[config.mk]
export PLATFORM = sky130hd
export DESIGN_NAME = component_input_control_monitor
export DESIGN_NICKNAME = d
export VERILOG_FILES = /design/src/inc/cip_monitor_pkg.sv /design/src/core/sticky_flag.sv /design/src/core/component_input_control_monitor.sv
export SDC_FILE = /design/constraint.sdc
export NUM_CORES = 1
export LEC_CHECK = 0
export BUFFER_PORTS_ARGS = -buffer_cell sky130_fd_sc_hd__buf_2
export CAP_MARGIN = 20
export CORE_ASPECT_RATIO = 0.5
export CORE_UTILIZATION = 41
export CTS_CLUSTER_SIZE = 25
export DETAILED_ROUTE_END_ITERATION = 8
export PLACE_DENSITY = 0.68
export SLEW_MARGIN = 0
export SYNTH_ARGS = -nofsm -noshare
export SYNTH_HDL_FRONTEND = slang
export SYNTH_SLANG_ARGS = --single-unit
[constraint.sdc]
create_clock -name i_clk_sys -period 1.9 [get_ports i_clk_sys]
set_input_delay 0.095 -clock i_clk_sys [delete_from_list [all_inputs] [get_ports i_clk_sys]]
set_output_delay 0.095 -clock i_clk_sys [all_outputs]
set_load 0.03 [all_outputs]
[src/inc/cip_monitor_pkg.sv]
// Constants for the component input control and fast-blank monitor block.
// Assumes a host that reaches the registers by sub-address through a decoded
// two-wire control bus port.
// Functional notes
// - Control bit 1 set extends converter range by about 3 dB.
// - Control bit 2 selects input port 1 (0) or port 2 (1).
// - Clamp bit 5 forces fast-blank value to 31 minus offset setting.
// - Control bit 6 bypasses chroma decimation filter; resets to 1.
// - Control bit 7 selects RGB (0) or YUV (1); defaults to 0.
// - High flag set while fast blank high; cleared by read when low.
// - Falling edge of fast blank sets sticky flag; read clears it.
// - Rising edge of fast blank sets sticky flag; read clears it.
// - Monitor bit 3 returns fast-blank level sampled at the read.
// - Input clip sets sticky clip flag; monitor read clears it.
// - Version word bits 7:0 hold hardware revision number.
// - Version word bits 11:8 hold product variant code.
// - Version word bits 15:12 hold product family code.
// - Every control field loads its default value on reset.
// - Fast-blank offset is a 6-bit setting in its own register.
// ============================================================================
package cip_monitor_pkg;
    localparam int ADDR_W = 8;
    localparam int DATA_W = 16;
    localparam int FB_W   = 7;
    localparam int OFFS_W = 6;

    // ========================================================================
    // Sub-addresses.
    localparam logic [ADDR_W-1:0] ADDR_SOFTMIX2 = 8'h95;
    localparam logic [ADDR_W-1:0] ADDR_CONTROL  = 8'h96;
    localparam logic [ADDR_W-1:0] ADDR_MONITOR  = 8'h97;
    localparam logic [ADDR_W-1:0] ADDR_VERSION  = 8'h9F;

    // ========================================================================
    // Control register field positions and reset values.
    localparam int CTL_XAR_BIT    = 1;
    localparam int CTL_PORT_BIT   = 2;
    localparam int CTL_CLAMP_BIT  = 5;
    localparam int CTL_BYPASS_BIT = 6;
    localparam int CTL_YUV_BIT    = 7;
    localparam logic RST_XAR    = 1'b0;
    localparam logic RST_PORT   = 1'b0;
    localparam logic RST_CLAMP  = 1'b0;
    localparam logic RST_BYPASS = 1'b1;
    localparam logic RST_YUV    = 1'b0;

    // ========================================================================
    // Offset setting and clamp base.
    localparam logic [OFFS_W-1:0] RST_OFFSET    = 6'h20;
    localparam logic [FB_W-1:0]   FB_CLAMP_BASE = 7'h1F;

    // ========================================================================
    // Monitor register field positions.
    localparam int MON_HIGH_BIT = 0;
    localparam int MON_FALL_BIT = 1;
    localparam int MON_RISE_BIT = 2;
    localparam int MON_LIVE_BIT = 3;
    localparam int MON_CLIP_BIT = 4;

    // ========================================================================
    // Version word field positions.
    localparam int VER_REV_LSB    = 0;
    localparam int VER_VAR_LSB    = 8;
    localparam int VER_FAMILY_LSB = 12;
endpackage : cip_monitor_pkg

[src/core/sticky_flag.sv]
// One sticky status flag with set-over-clear priority.
// Assumes set and clear are synchronous to the system clock.
`timescale 1ns/1ps
`default_nettype none
module sticky_flag (
    input  wire logic i_clk_sys,
    input  wire logic i_rst,
    input  wire logic i_set,
    input  wire logic i_clear,
    output logic      o_flag
);
    // ========================================================================
    // Flag storage.
    logic flag_q;

    // set beats clear: an event in the clearing cycle survives.
    always_ff @(posedge i_clk_sys or posedge i_rst) begin
        if (i_rst) begin
            flag_q <= 1'b0;
        end else if (i_set) begin
            flag_q <= 1'b1;
        end else if (i_clear) begin
            flag_q <= 1'b0;
        end
    end

    assign o_flag = flag_q;
endmodule : sticky_flag
`default_nettype wire

[src/core/component_input_control_monitor.sv]
// Component input control register bank and fast-blank / clip monitor.
// Assumes a decoded sub-address register port from the two-wire control bus
// and a fast-blank pin that is asynchronous to the processor clock.
`timescale 1ns/1ps
`default_nettype none
module component_input_control_monitor #(
    parameter logic [7:0] REVISION_ID    = 8'h01, // Arbitrary value.
    parameter logic [3:0] VARIANT_CODE   = 4'h0,  // Arbitrary value.
    parameter logic [3:0] FAMILY_CODE    = 4'h0   // Arbitrary value.
) (
    input  wire logic                                    i_clk_sys,
    input  wire logic                                    i_rst,
    input  wire logic [cip_monitor_pkg::ADDR_W-1:0]      i_sub_addr,
    input  wire logic                                    i_wr_strobe,
    input  wire logic [cip_monitor_pkg::DATA_W-1:0]      i_wr_data,
    input  wire logic                                    i_rd_strobe,
    output logic [cip_monitor_pkg::DATA_W-1:0]           o_rd_data,
    output logic                                         o_rd_valid,
    input  wire logic                                    i_fast_blank_input,
    input  wire logic signed [cip_monitor_pkg::FB_W-1:0] i_fb_measured,
    input  wire logic                                    i_clip_detect,
    output logic signed [cip_monitor_pkg::FB_W-1:0]      o_fb_value,
    output logic                                         o_extended_converter_range,
    output logic                                         o_component_port_select,
    output logic                                         o_blank_clamp_enable,
    output logic                                         o_chroma_decimation_bypass,
    output logic                                         o_yuv_input_select
);
    import cip_monitor_pkg::*;

    // ========================================================================
    // Declarations.
    logic                    xar_q;
    logic                    port_q;
    logic                    clamp_q;
    logic                    bypass_q;
    logic                    yuv_q;
    logic [OFFS_W-1:0]       offset_q;
    logic                    fb_meta_q;
    logic                    fb_sync_q;
    logic                    fb_prev_q;
    logic                    fb_rise;
    logic                    fb_fall;
    logic                    wr_ctl;
    logic                    wr_mix;
    logic                    rd_mon;
    logic                    high_flag;
    logic                    fall_flag;
    logic                    rise_flag;
    logic                    clip_flag;
    logic [DATA_W-1:0]       rd_data_d;
    logic [DATA_W-1:0]       rd_data_q;
    logic                    rd_valid_q;
    logic signed [FB_W-1:0]  fb_value_q;
    logic signed [FB_W-1:0]  fb_clamped;

    assign wr_ctl = i_wr_strobe && (i_sub_addr == ADDR_CONTROL);
    assign wr_mix = i_wr_strobe && (i_sub_addr == ADDR_SOFTMIX2);
    assign rd_mon = i_rd_strobe && (i_sub_addr == ADDR_MONITOR);

    // ========================================================================
    // Control register. Reserved bits 0, 3 and 4 are simply not stored, so a
    // host that breaks the write-zero convention cannot disturb anything.
    // defaults on reset
    always_ff @(posedge i_clk_sys or posedge i_rst) begin
        if (i_rst) begin
            xar_q    <= RST_XAR;
            port_q   <= RST_PORT;
            clamp_q  <= RST_CLAMP;
            bypass_q <= RST_BYPASS;
            yuv_q    <= RST_YUV;
        end else if (wr_ctl) begin
            xar_q    <= i_wr_data[CTL_XAR_BIT];
            port_q   <= i_wr_data[CTL_PORT_BIT];
            clamp_q  <= i_wr_data[CTL_CLAMP_BIT];
            bypass_q <= i_wr_data[CTL_BYPASS_BIT];
            yuv_q    <= i_wr_data[CTL_YUV_BIT];
        end
    end

    // ========================================================================
    // Softmixer offset register; only the 6-bit offset field is held here.
    // offset setting storage
    always_ff @(posedge i_clk_sys or posedge i_rst) begin
        if (i_rst) begin
            offset_q <= RST_OFFSET;
        end else if (wr_mix) begin
            offset_q <= i_wr_data[OFFS_W-1:0];
        end
    end

    // ========================================================================
    // Fast-blank synchroniser; only the second stage feeds the detectors.
    // two-stage sync then edge detect
    always_ff @(posedge i_clk_sys or posedge i_rst) begin
        if (i_rst) begin
            fb_meta_q <= 1'b0;
            fb_sync_q <= 1'b0;
            fb_prev_q <= 1'b0;
        end else begin
            fb_meta_q <= i_fast_blank_input;
            fb_sync_q <= fb_meta_q;
            fb_prev_q <= fb_sync_q;
        end
    end

    assign fb_rise = fb_sync_q && !fb_prev_q;
    assign fb_fall = !fb_sync_q && fb_prev_q;

    // ========================================================================
    // Sticky monitor flags.
    // high flag cleared only when low
    sticky_flag u_high_flag (
        .i_clk_sys (i_clk_sys),
        .i_rst     (i_rst),
        .i_set     (fb_sync_q),
        .i_clear   (rd_mon && !fb_sync_q),
        .o_flag    (high_flag)
    );

    sticky_flag u_fall_flag (
        .i_clk_sys (i_clk_sys),
        .i_rst     (i_rst),
        .i_set     (fb_fall),
        .i_clear   (rd_mon),
        .o_flag    (fall_flag)
    );

    sticky_flag u_rise_flag (
        .i_clk_sys (i_clk_sys),
        .i_rst     (i_rst),
        .i_set     (fb_rise),
        .i_clear   (rd_mon),
        .o_flag    (rise_flag)
    );

    sticky_flag u_clip_flag (
        .i_clk_sys (i_clk_sys),
        .i_rst     (i_rst),
        .i_set     (i_clip_detect),
        .i_clear   (rd_mon),
        .o_flag    (clip_flag)
    );

    // ========================================================================
    // Fast-blank value path. The clamp result can go negative for offsets
    // above 31, which is why the value is carried signed.
    // clamp to 31 minus offset
    assign fb_clamped = $signed(FB_CLAMP_BASE - {1'b0, offset_q});

    always_ff @(posedge i_clk_sys or posedge i_rst) begin
        if (i_rst) begin
            fb_value_q <= '0;
        end else if (clamp_q) begin
            fb_value_q <= fb_clamped;
        end else begin
            fb_value_q <= i_fb_measured;
        end
    end

    // ========================================================================
    // Read multiplexer. Flags are sampled in the same cycle the clear lands,
    // so the host sees the state before the clear. Unmapped reads give zero.
    always_comb begin
        rd_data_d = '0;
        case (i_sub_addr)
            ADDR_CONTROL: begin
                rd_data_d[CTL_XAR_BIT]    = xar_q;
                rd_data_d[CTL_PORT_BIT]   = port_q;
                rd_data_d[CTL_CLAMP_BIT]  = clamp_q;
                rd_data_d[CTL_BYPASS_BIT] = bypass_q;
                rd_data_d[CTL_YUV_BIT]    = yuv_q;
            end
            ADDR_SOFTMIX2: begin
                rd_data_d[OFFS_W-1:0] = offset_q;
            end
            ADDR_MONITOR: begin
                rd_data_d[MON_HIGH_BIT] = high_flag;
                rd_data_d[MON_FALL_BIT] = fall_flag;
                rd_data_d[MON_RISE_BIT] = rise_flag;
                rd_data_d[MON_LIVE_BIT] = fb_sync_q;
                rd_data_d[MON_CLIP_BIT] = clip_flag;
            end
            ADDR_VERSION: begin
                rd_data_d[VER_REV_LSB +: $bits(REVISION_ID)]    = REVISION_ID;
                rd_data_d[VER_VAR_LSB +: $bits(VARIANT_CODE)]   = VARIANT_CODE;
                rd_data_d[VER_FAMILY_LSB +: $bits(FAMILY_CODE)] = FAMILY_CODE;
            end
            default: begin
                rd_data_d = '0;
            end
        endcase
    end

    // Read data is held until the next read so a slow bus can fetch it.
    always_ff @(posedge i_clk_sys or posedge i_rst) begin
        if (i_rst) begin
            rd_data_q  <= '0;
            rd_valid_q <= 1'b0;
        end else begin
            rd_valid_q <= i_rd_strobe;
            if (i_rd_strobe) begin
                rd_data_q <= rd_data_d;
            end
        end
    end

    // ========================================================================
    // Outputs.
    assign o_rd_data                  = rd_data_q;
    assign o_rd_valid                 = rd_valid_q;
    assign o_fb_value                 = fb_value_q;
    assign o_extended_converter_range = xar_q;
    assign o_component_port_select    = port_q;
    assign o_blank_clamp_enable       = clamp_q;
    assign o_chroma_decimation_bypass = bypass_q;
    assign o_yuv_input_select         = yuv_q;

    // ========================================================================
    // Assertions.
    property p_xar_write;
        @(posedge i_clk_sys) disable iff (i_rst)
        wr_ctl |=> o_extended_converter_range == $past(i_wr_data[CTL_XAR_BIT]);
    endproperty
    a_xar_write: assert property (p_xar_write) else $error("Range bit not taken.");

    property p_port_write;
        @(posedge i_clk_sys) disable iff (i_rst)
        wr_ctl |=> o_component_port_select == $past(i_wr_data[CTL_PORT_BIT]);
    endproperty
    a_port_write: assert property (p_port_write) else $error("Port select not taken.");

    property p_clamp_value;
        @(posedge i_clk_sys) disable iff (i_rst)
        (clamp_q && !wr_mix) ##1 clamp_q |-> o_fb_value == $signed(FB_CLAMP_BASE - {1'b0, offset_q});
    endproperty
    a_clamp_value: assert property (p_clamp_value) else $error("Clamp value wrong.");

    property p_pass_value;
        @(posedge i_clk_sys) disable iff (i_rst)
        !clamp_q |=> o_fb_value == $past(i_fb_measured);
    endproperty
    a_pass_value: assert property (p_pass_value) else $error("Measured value not passed.");

    property p_yuv_write;
        @(posedge i_clk_sys) disable iff (i_rst)
        wr_ctl ##1 !wr_ctl [*2] |-> o_yuv_input_select == $past(i_wr_data[CTL_YUV_BIT], 2);
    endproperty
    a_yuv_write: assert property (p_yuv_write) else $error("Format bit not held.");

    property p_high_flag;
        @(posedge i_clk_sys) disable iff (i_rst)
        fb_sync_q |=> high_flag;
    endproperty
    a_high_flag: assert property (p_high_flag) else $error("High flag not set.");

    property p_fall_flag;
        @(posedge i_clk_sys) disable iff (i_rst)
        $fell(fb_sync_q) |=> fall_flag;
    endproperty
    a_fall_flag: assert property (p_fall_flag) else $error("Fall flag not set.");

    property p_rise_flag;
        @(posedge i_clk_sys) disable iff (i_rst)
        (rd_mon && fb_rise) |=> rise_flag;
    endproperty
    a_rise_flag: assert property (p_rise_flag) else $error("Rise lost on read.");

    property p_live_level;
        @(posedge i_clk_sys) disable iff (i_rst)
        rd_mon |=> o_rd_valid && o_rd_data[MON_LIVE_BIT] == $past(fb_sync_q);
    endproperty
    a_live_level: assert property (p_live_level) else $error("Live level wrong.");

    property p_clip_clear;
        @(posedge i_clk_sys) disable iff (i_rst)
        (rd_mon && !i_clip_detect) |=> !clip_flag;
    endproperty
    a_clip_clear: assert property (p_clip_clear) else $error("Clip flag not cleared.");
endmodule : component_input_control_monitor
`default_nettype wire

==> results.yml <==
logic_synthesis:
  synthCells: 115
  most_area_consuming_cells_after_synthesis: "sky130_fd_sc_hd__dfrtp_1, sky130_fd_sc_hd__mux2_2, sky130_fd_sc_hd__mux2i_1"
  post_synth.cell_area_avg_sq_um: 13.0
  post_synth_edffs: 0
  ys_async_sr_fraction: 1.00
  synthFlopType: "sky130_fd_sc_hd__dfrtp_1"
  synth_common_cells: "sky130_fd_sc_hd__dfrtp_1, sky130_fd_sc_hd__mux2_2, sky130_fd_sc_hd__inv_1, sky130_fd_sc_hd__buf_4, sky130_fd_sc_hd__mux2i_1"
  synthMostInstantiatedCell: "sky130_fd_sc_hd__dfrtp_1"
  synth.largest_area_cell: "sky130_fd_sc_hd__dfrtp_1"
  synth_sequential_area_ratio: 0.570
  ys_seq_elements: 34
  syn_area_sq_um: 1500
  yosysWarnings: 0
  synthDominantCellAreaShare: 0.535
  distinct_cell_type_count_after_synthesis: 35
clocking:
  cts-root-buf: "sky130_fd_sc_hd__clkbuf_8"
  tritoncts_num_sinks: 34
  holdBufCountCts: 4
  post_cts_resize_count: 0
  clk-insertion-delay-late_ns: 0.29
  cts-buffers-inserted: 5
  clk_pin_slew_ns: 0.07
  post_cts.repair.setup_buffers: 0
  cts.htree.levels: 2
  cts_tree: "yes"
  number_of_buffers_on_the_longest_clock_path: 2
drt:
  detailroute.via_count: 1018
  post-route-drc-count: 0
  post_drt_via_cell_ratio: 4.54
  route.final.wire_length_microns: 2890
  drt_pass1_iterations: 4
  antenna_violating_nets_post_route: 0
  post_drt_wl_per_cell_microns: 12.9
  initialDrtViolationCount: 35
worst_setup_path:
  critical_path_peak_fanout: 5
  wp_data_required_ns: 2.08
  worstSetupEndpointType: "flop"
  crit_path_start_kind: "input pin"
  criticalPathCategory: "input pin to flop"
  crit_arrival_ns: 1.55
finish:
  net_count_final: 209
  areaGrowthSynthToFinish_pct: 25.6
  num_antenna_cells: 0
  layout.core_utilization: 0.544
  final_layout_size_suffix_gt1_frac: 0.428
grt:
  grt_use_total: 0.161
  first_global_vias: 902
  global_route_wire_length_before_repair_microns: 4440
  largest_net_degree_at_the_start_of_global_routing: 35
  antenna_found_initial: 0
  grt-ovfl-total: 0
sta:
  final_min_period_ns: 1.38
  timing_hold_violations_final: 0
  fin_worst_hold_slack_ns: 0.0294
  timing.final.crit_share: 0.724
  setup_tns_ns: 0
  rsz_0062_raised_after_global_routing: "false"
  finalClockSkew_ns: 0.00620
  timing_max_transition_violations_final: 0
  setup_violations: 0
  achievable-frequency_mhz: 727
placement:
  detailed_place_hpwl_microns: 2080
  gp_congestion: 0.751
  placement.io_buffers: 49
outcome:
  status: "complete, no violations"
power:
  leak_pwr_uw: 0.000985
  vdd_drop_max_mv: 0.334
  power_per_cell_area_nw_per_um2: 769
floorplan:
  die_y_microns: 44.7
  floorplan.die_area_sq_um: 3910
  initial_core_util: 0.433
  io_pins: 66
  die_span_in_x_microns: 87.4
  core-area_sq_um: 3450
  rows: 15
worst_hold_path:
  min-delay-path-class: "input pin to flop"
run:
  max-cap-violations: 0
## cell type report
cell class	instances	area, sq um
fill	316	1570
multi-input combinational	67	552
timing repair buffer	54	293
tap	51	63.8
inverter	10	37.5
sequential	34	853
clock buffer	8	80.1
## state kept, by name, indices dropped and copies added (netlist names)
signal and flops:
u_rise_flag.o_flag 1, u_high_flag.o_flag 1, o_fb_value 7, o_component_port_select 1, o_blank_clamp_enable 1, fb_sync_q 1, o_yuv_input_select 1, o_extended_converter_range 1
o_chroma_decimation_bypass 1, u_clip_flag.o_flag 1, fb_prev_q 1, fb_meta_q 1, o_rd_valid 1, u_fall_flag.o_flag 1, offset_q 6, o_rd_data 8
## routing by layer
metal  part of all wire  wire length [microns]  track usage
met3              0.052                    151       0.0512
met5                  0                      0            0
met1               0.51                   1470        0.225
met2               0.43                   1240        0.228
met4             0.0080                     23       0.0787
## kinds of logic (layout without fill, tap and decap cells)
logic type | count (synthesis) | after routing | share of synthesized area
compound gates | 18 | 18 | 0.0945
buf+inv | 21 | 72 | 0.0786
flops | 34 | 34 | 0.570
mux | 19 | 19 | 0.137
other cells | 1 | 8 | 0.00251
simple gates | 22 | 22 | 0.117
## where the power goes
part           switching [uW]  internal (uW)
logic                     109           64.9
clock network             245            260
registers                16.2            749
## cells in the final DEF, fill, tap and decap left out
cell type | synthesis | layout
sky130_fd_sc_hd__o2bb2ai_1 | 5 | 5
sky130_fd_sc_hd__buf_4 | 8 | 1
sky130_fd_sc_hd__nand3_1 | 3 | 3
sky130_fd_sc_hd__a21oi_1 | 1 | 1
sky130_fd_sc_hd__nor2_1 | 1 | 1
sky130_fd_sc_hd__dfrtp_1 | 32 | 32
sky130_fd_sc_hd__clkinv_1 | 1 | 1
sky130_fd_sc_hd__a32o_1 | 2 | 2
sky130_fd_sc_hd__and2_2 | 1 | 1
sky130_fd_sc_hd__and4b_1 | 1 | 1
sky130_fd_sc_hd__clkbuf_1 | 1 | 3
sky130_fd_sc_hd__a22oi_1 | 2 | 2
sky130_fd_sc_hd__and2b_2 | 1 | 1
sky130_fd_sc_hd__and2b_1 | 1 | 1
sky130_fd_sc_hd__buf_2 | 1 | 49
sky130_fd_sc_hd__o21ai_0 | 2 | 2
sky130_fd_sc_hd__conb_1 | 1 | 8
sky130_fd_sc_hd__dfstp_2 | 2 | 2
sky130_fd_sc_hd__o2111ai_1 | 1 | 1
sky130_fd_sc_hd__o31ai_1 | 1 | 1
sky130_fd_sc_hd__clkbuf_8 | 0 | 5
sky130_fd_sc_hd__a21o_1 | 2 | 2
sky130_fd_sc_hd__nand4_4 | 1 | 1
sky130_fd_sc_hd__nor2b_1 | 2 | 2
sky130_fd_sc_hd__dlygate4sd3_1 | 0 | 4
sky130_fd_sc_hd__and4bb_1 | 1 | 1
sky130_fd_sc_hd__inv_1 | 9 | 9
sky130_fd_sc_hd__mux2i_1 | 7 | 7
sky130_fd_sc_hd__o21a_1 | 1 | 1
sky130_fd_sc_hd__nand4b_4 | 1 | 1
sky130_fd_sc_hd__and3b_1 | 2 | 2
sky130_fd_sc_hd__nand2_1 | 4 | 4
sky130_fd_sc_hd__and3_2 | 1 | 1
sky130_fd_sc_hd__nand4_1 | 2 | 2
sky130_fd_sc_hd__a22o_1 | 1 | 1
sky130_fd_sc_hd__mux2_2 | 12 | 12
## worst max-delay path, stage by stage
cell                            delay (ns)
sky130_fd_sc_hd__dlygate4sd3_1        0.52
sky130_fd_sc_hd__buf_2                0.14
sky130_fd_sc_hd__nor2b_1              0.31
sky130_fd_sc_hd__nand4_1              0.25
sky130_fd_sc_hd__a22o_1               0.24
## through the flow
step | total power, uW | setup WS, ns | cells | area (sq um)
after floorplan | 900 | 0.725 | 122 | 1520
after global placement | 946 | 0.495 | 212 | 1760
after detailed placement | 949 | 0.474 | 212 | 1760
after CTS | 1460 | 0.549 | 224 | 1880
after global routing | 1510 | 0.439 | 224 | 1880
final | 1440 | 0.525 | 224 | 1880
## path summary, 6_finish.rpt
| check | startpoint | to | slack (ns) | cells after the start |
|---|---|---|---|---|
| worst min register to register | fb_meta_q | fb_sync_q | 0.35 | 0 |
| min in group asynchronous | i_rst | o_fb_value[0] | 0.44 | 4 |
| worst max-delay path | i_rd_strobe | u_rise_flag.o_flag | 0.52 | 5 |
| worst min-delay path | i_fb_measured[4] | o_fb_value[4] | 0.03 | 3 |
| worst max register to register | offset_q[1] | o_rd_data[1] | 0.88 | 3 |
| max in group asynchronous | i_rst | o_chroma_decimation_bypass | 1.12 | 4 |
(Power assumes the default switching activity.)
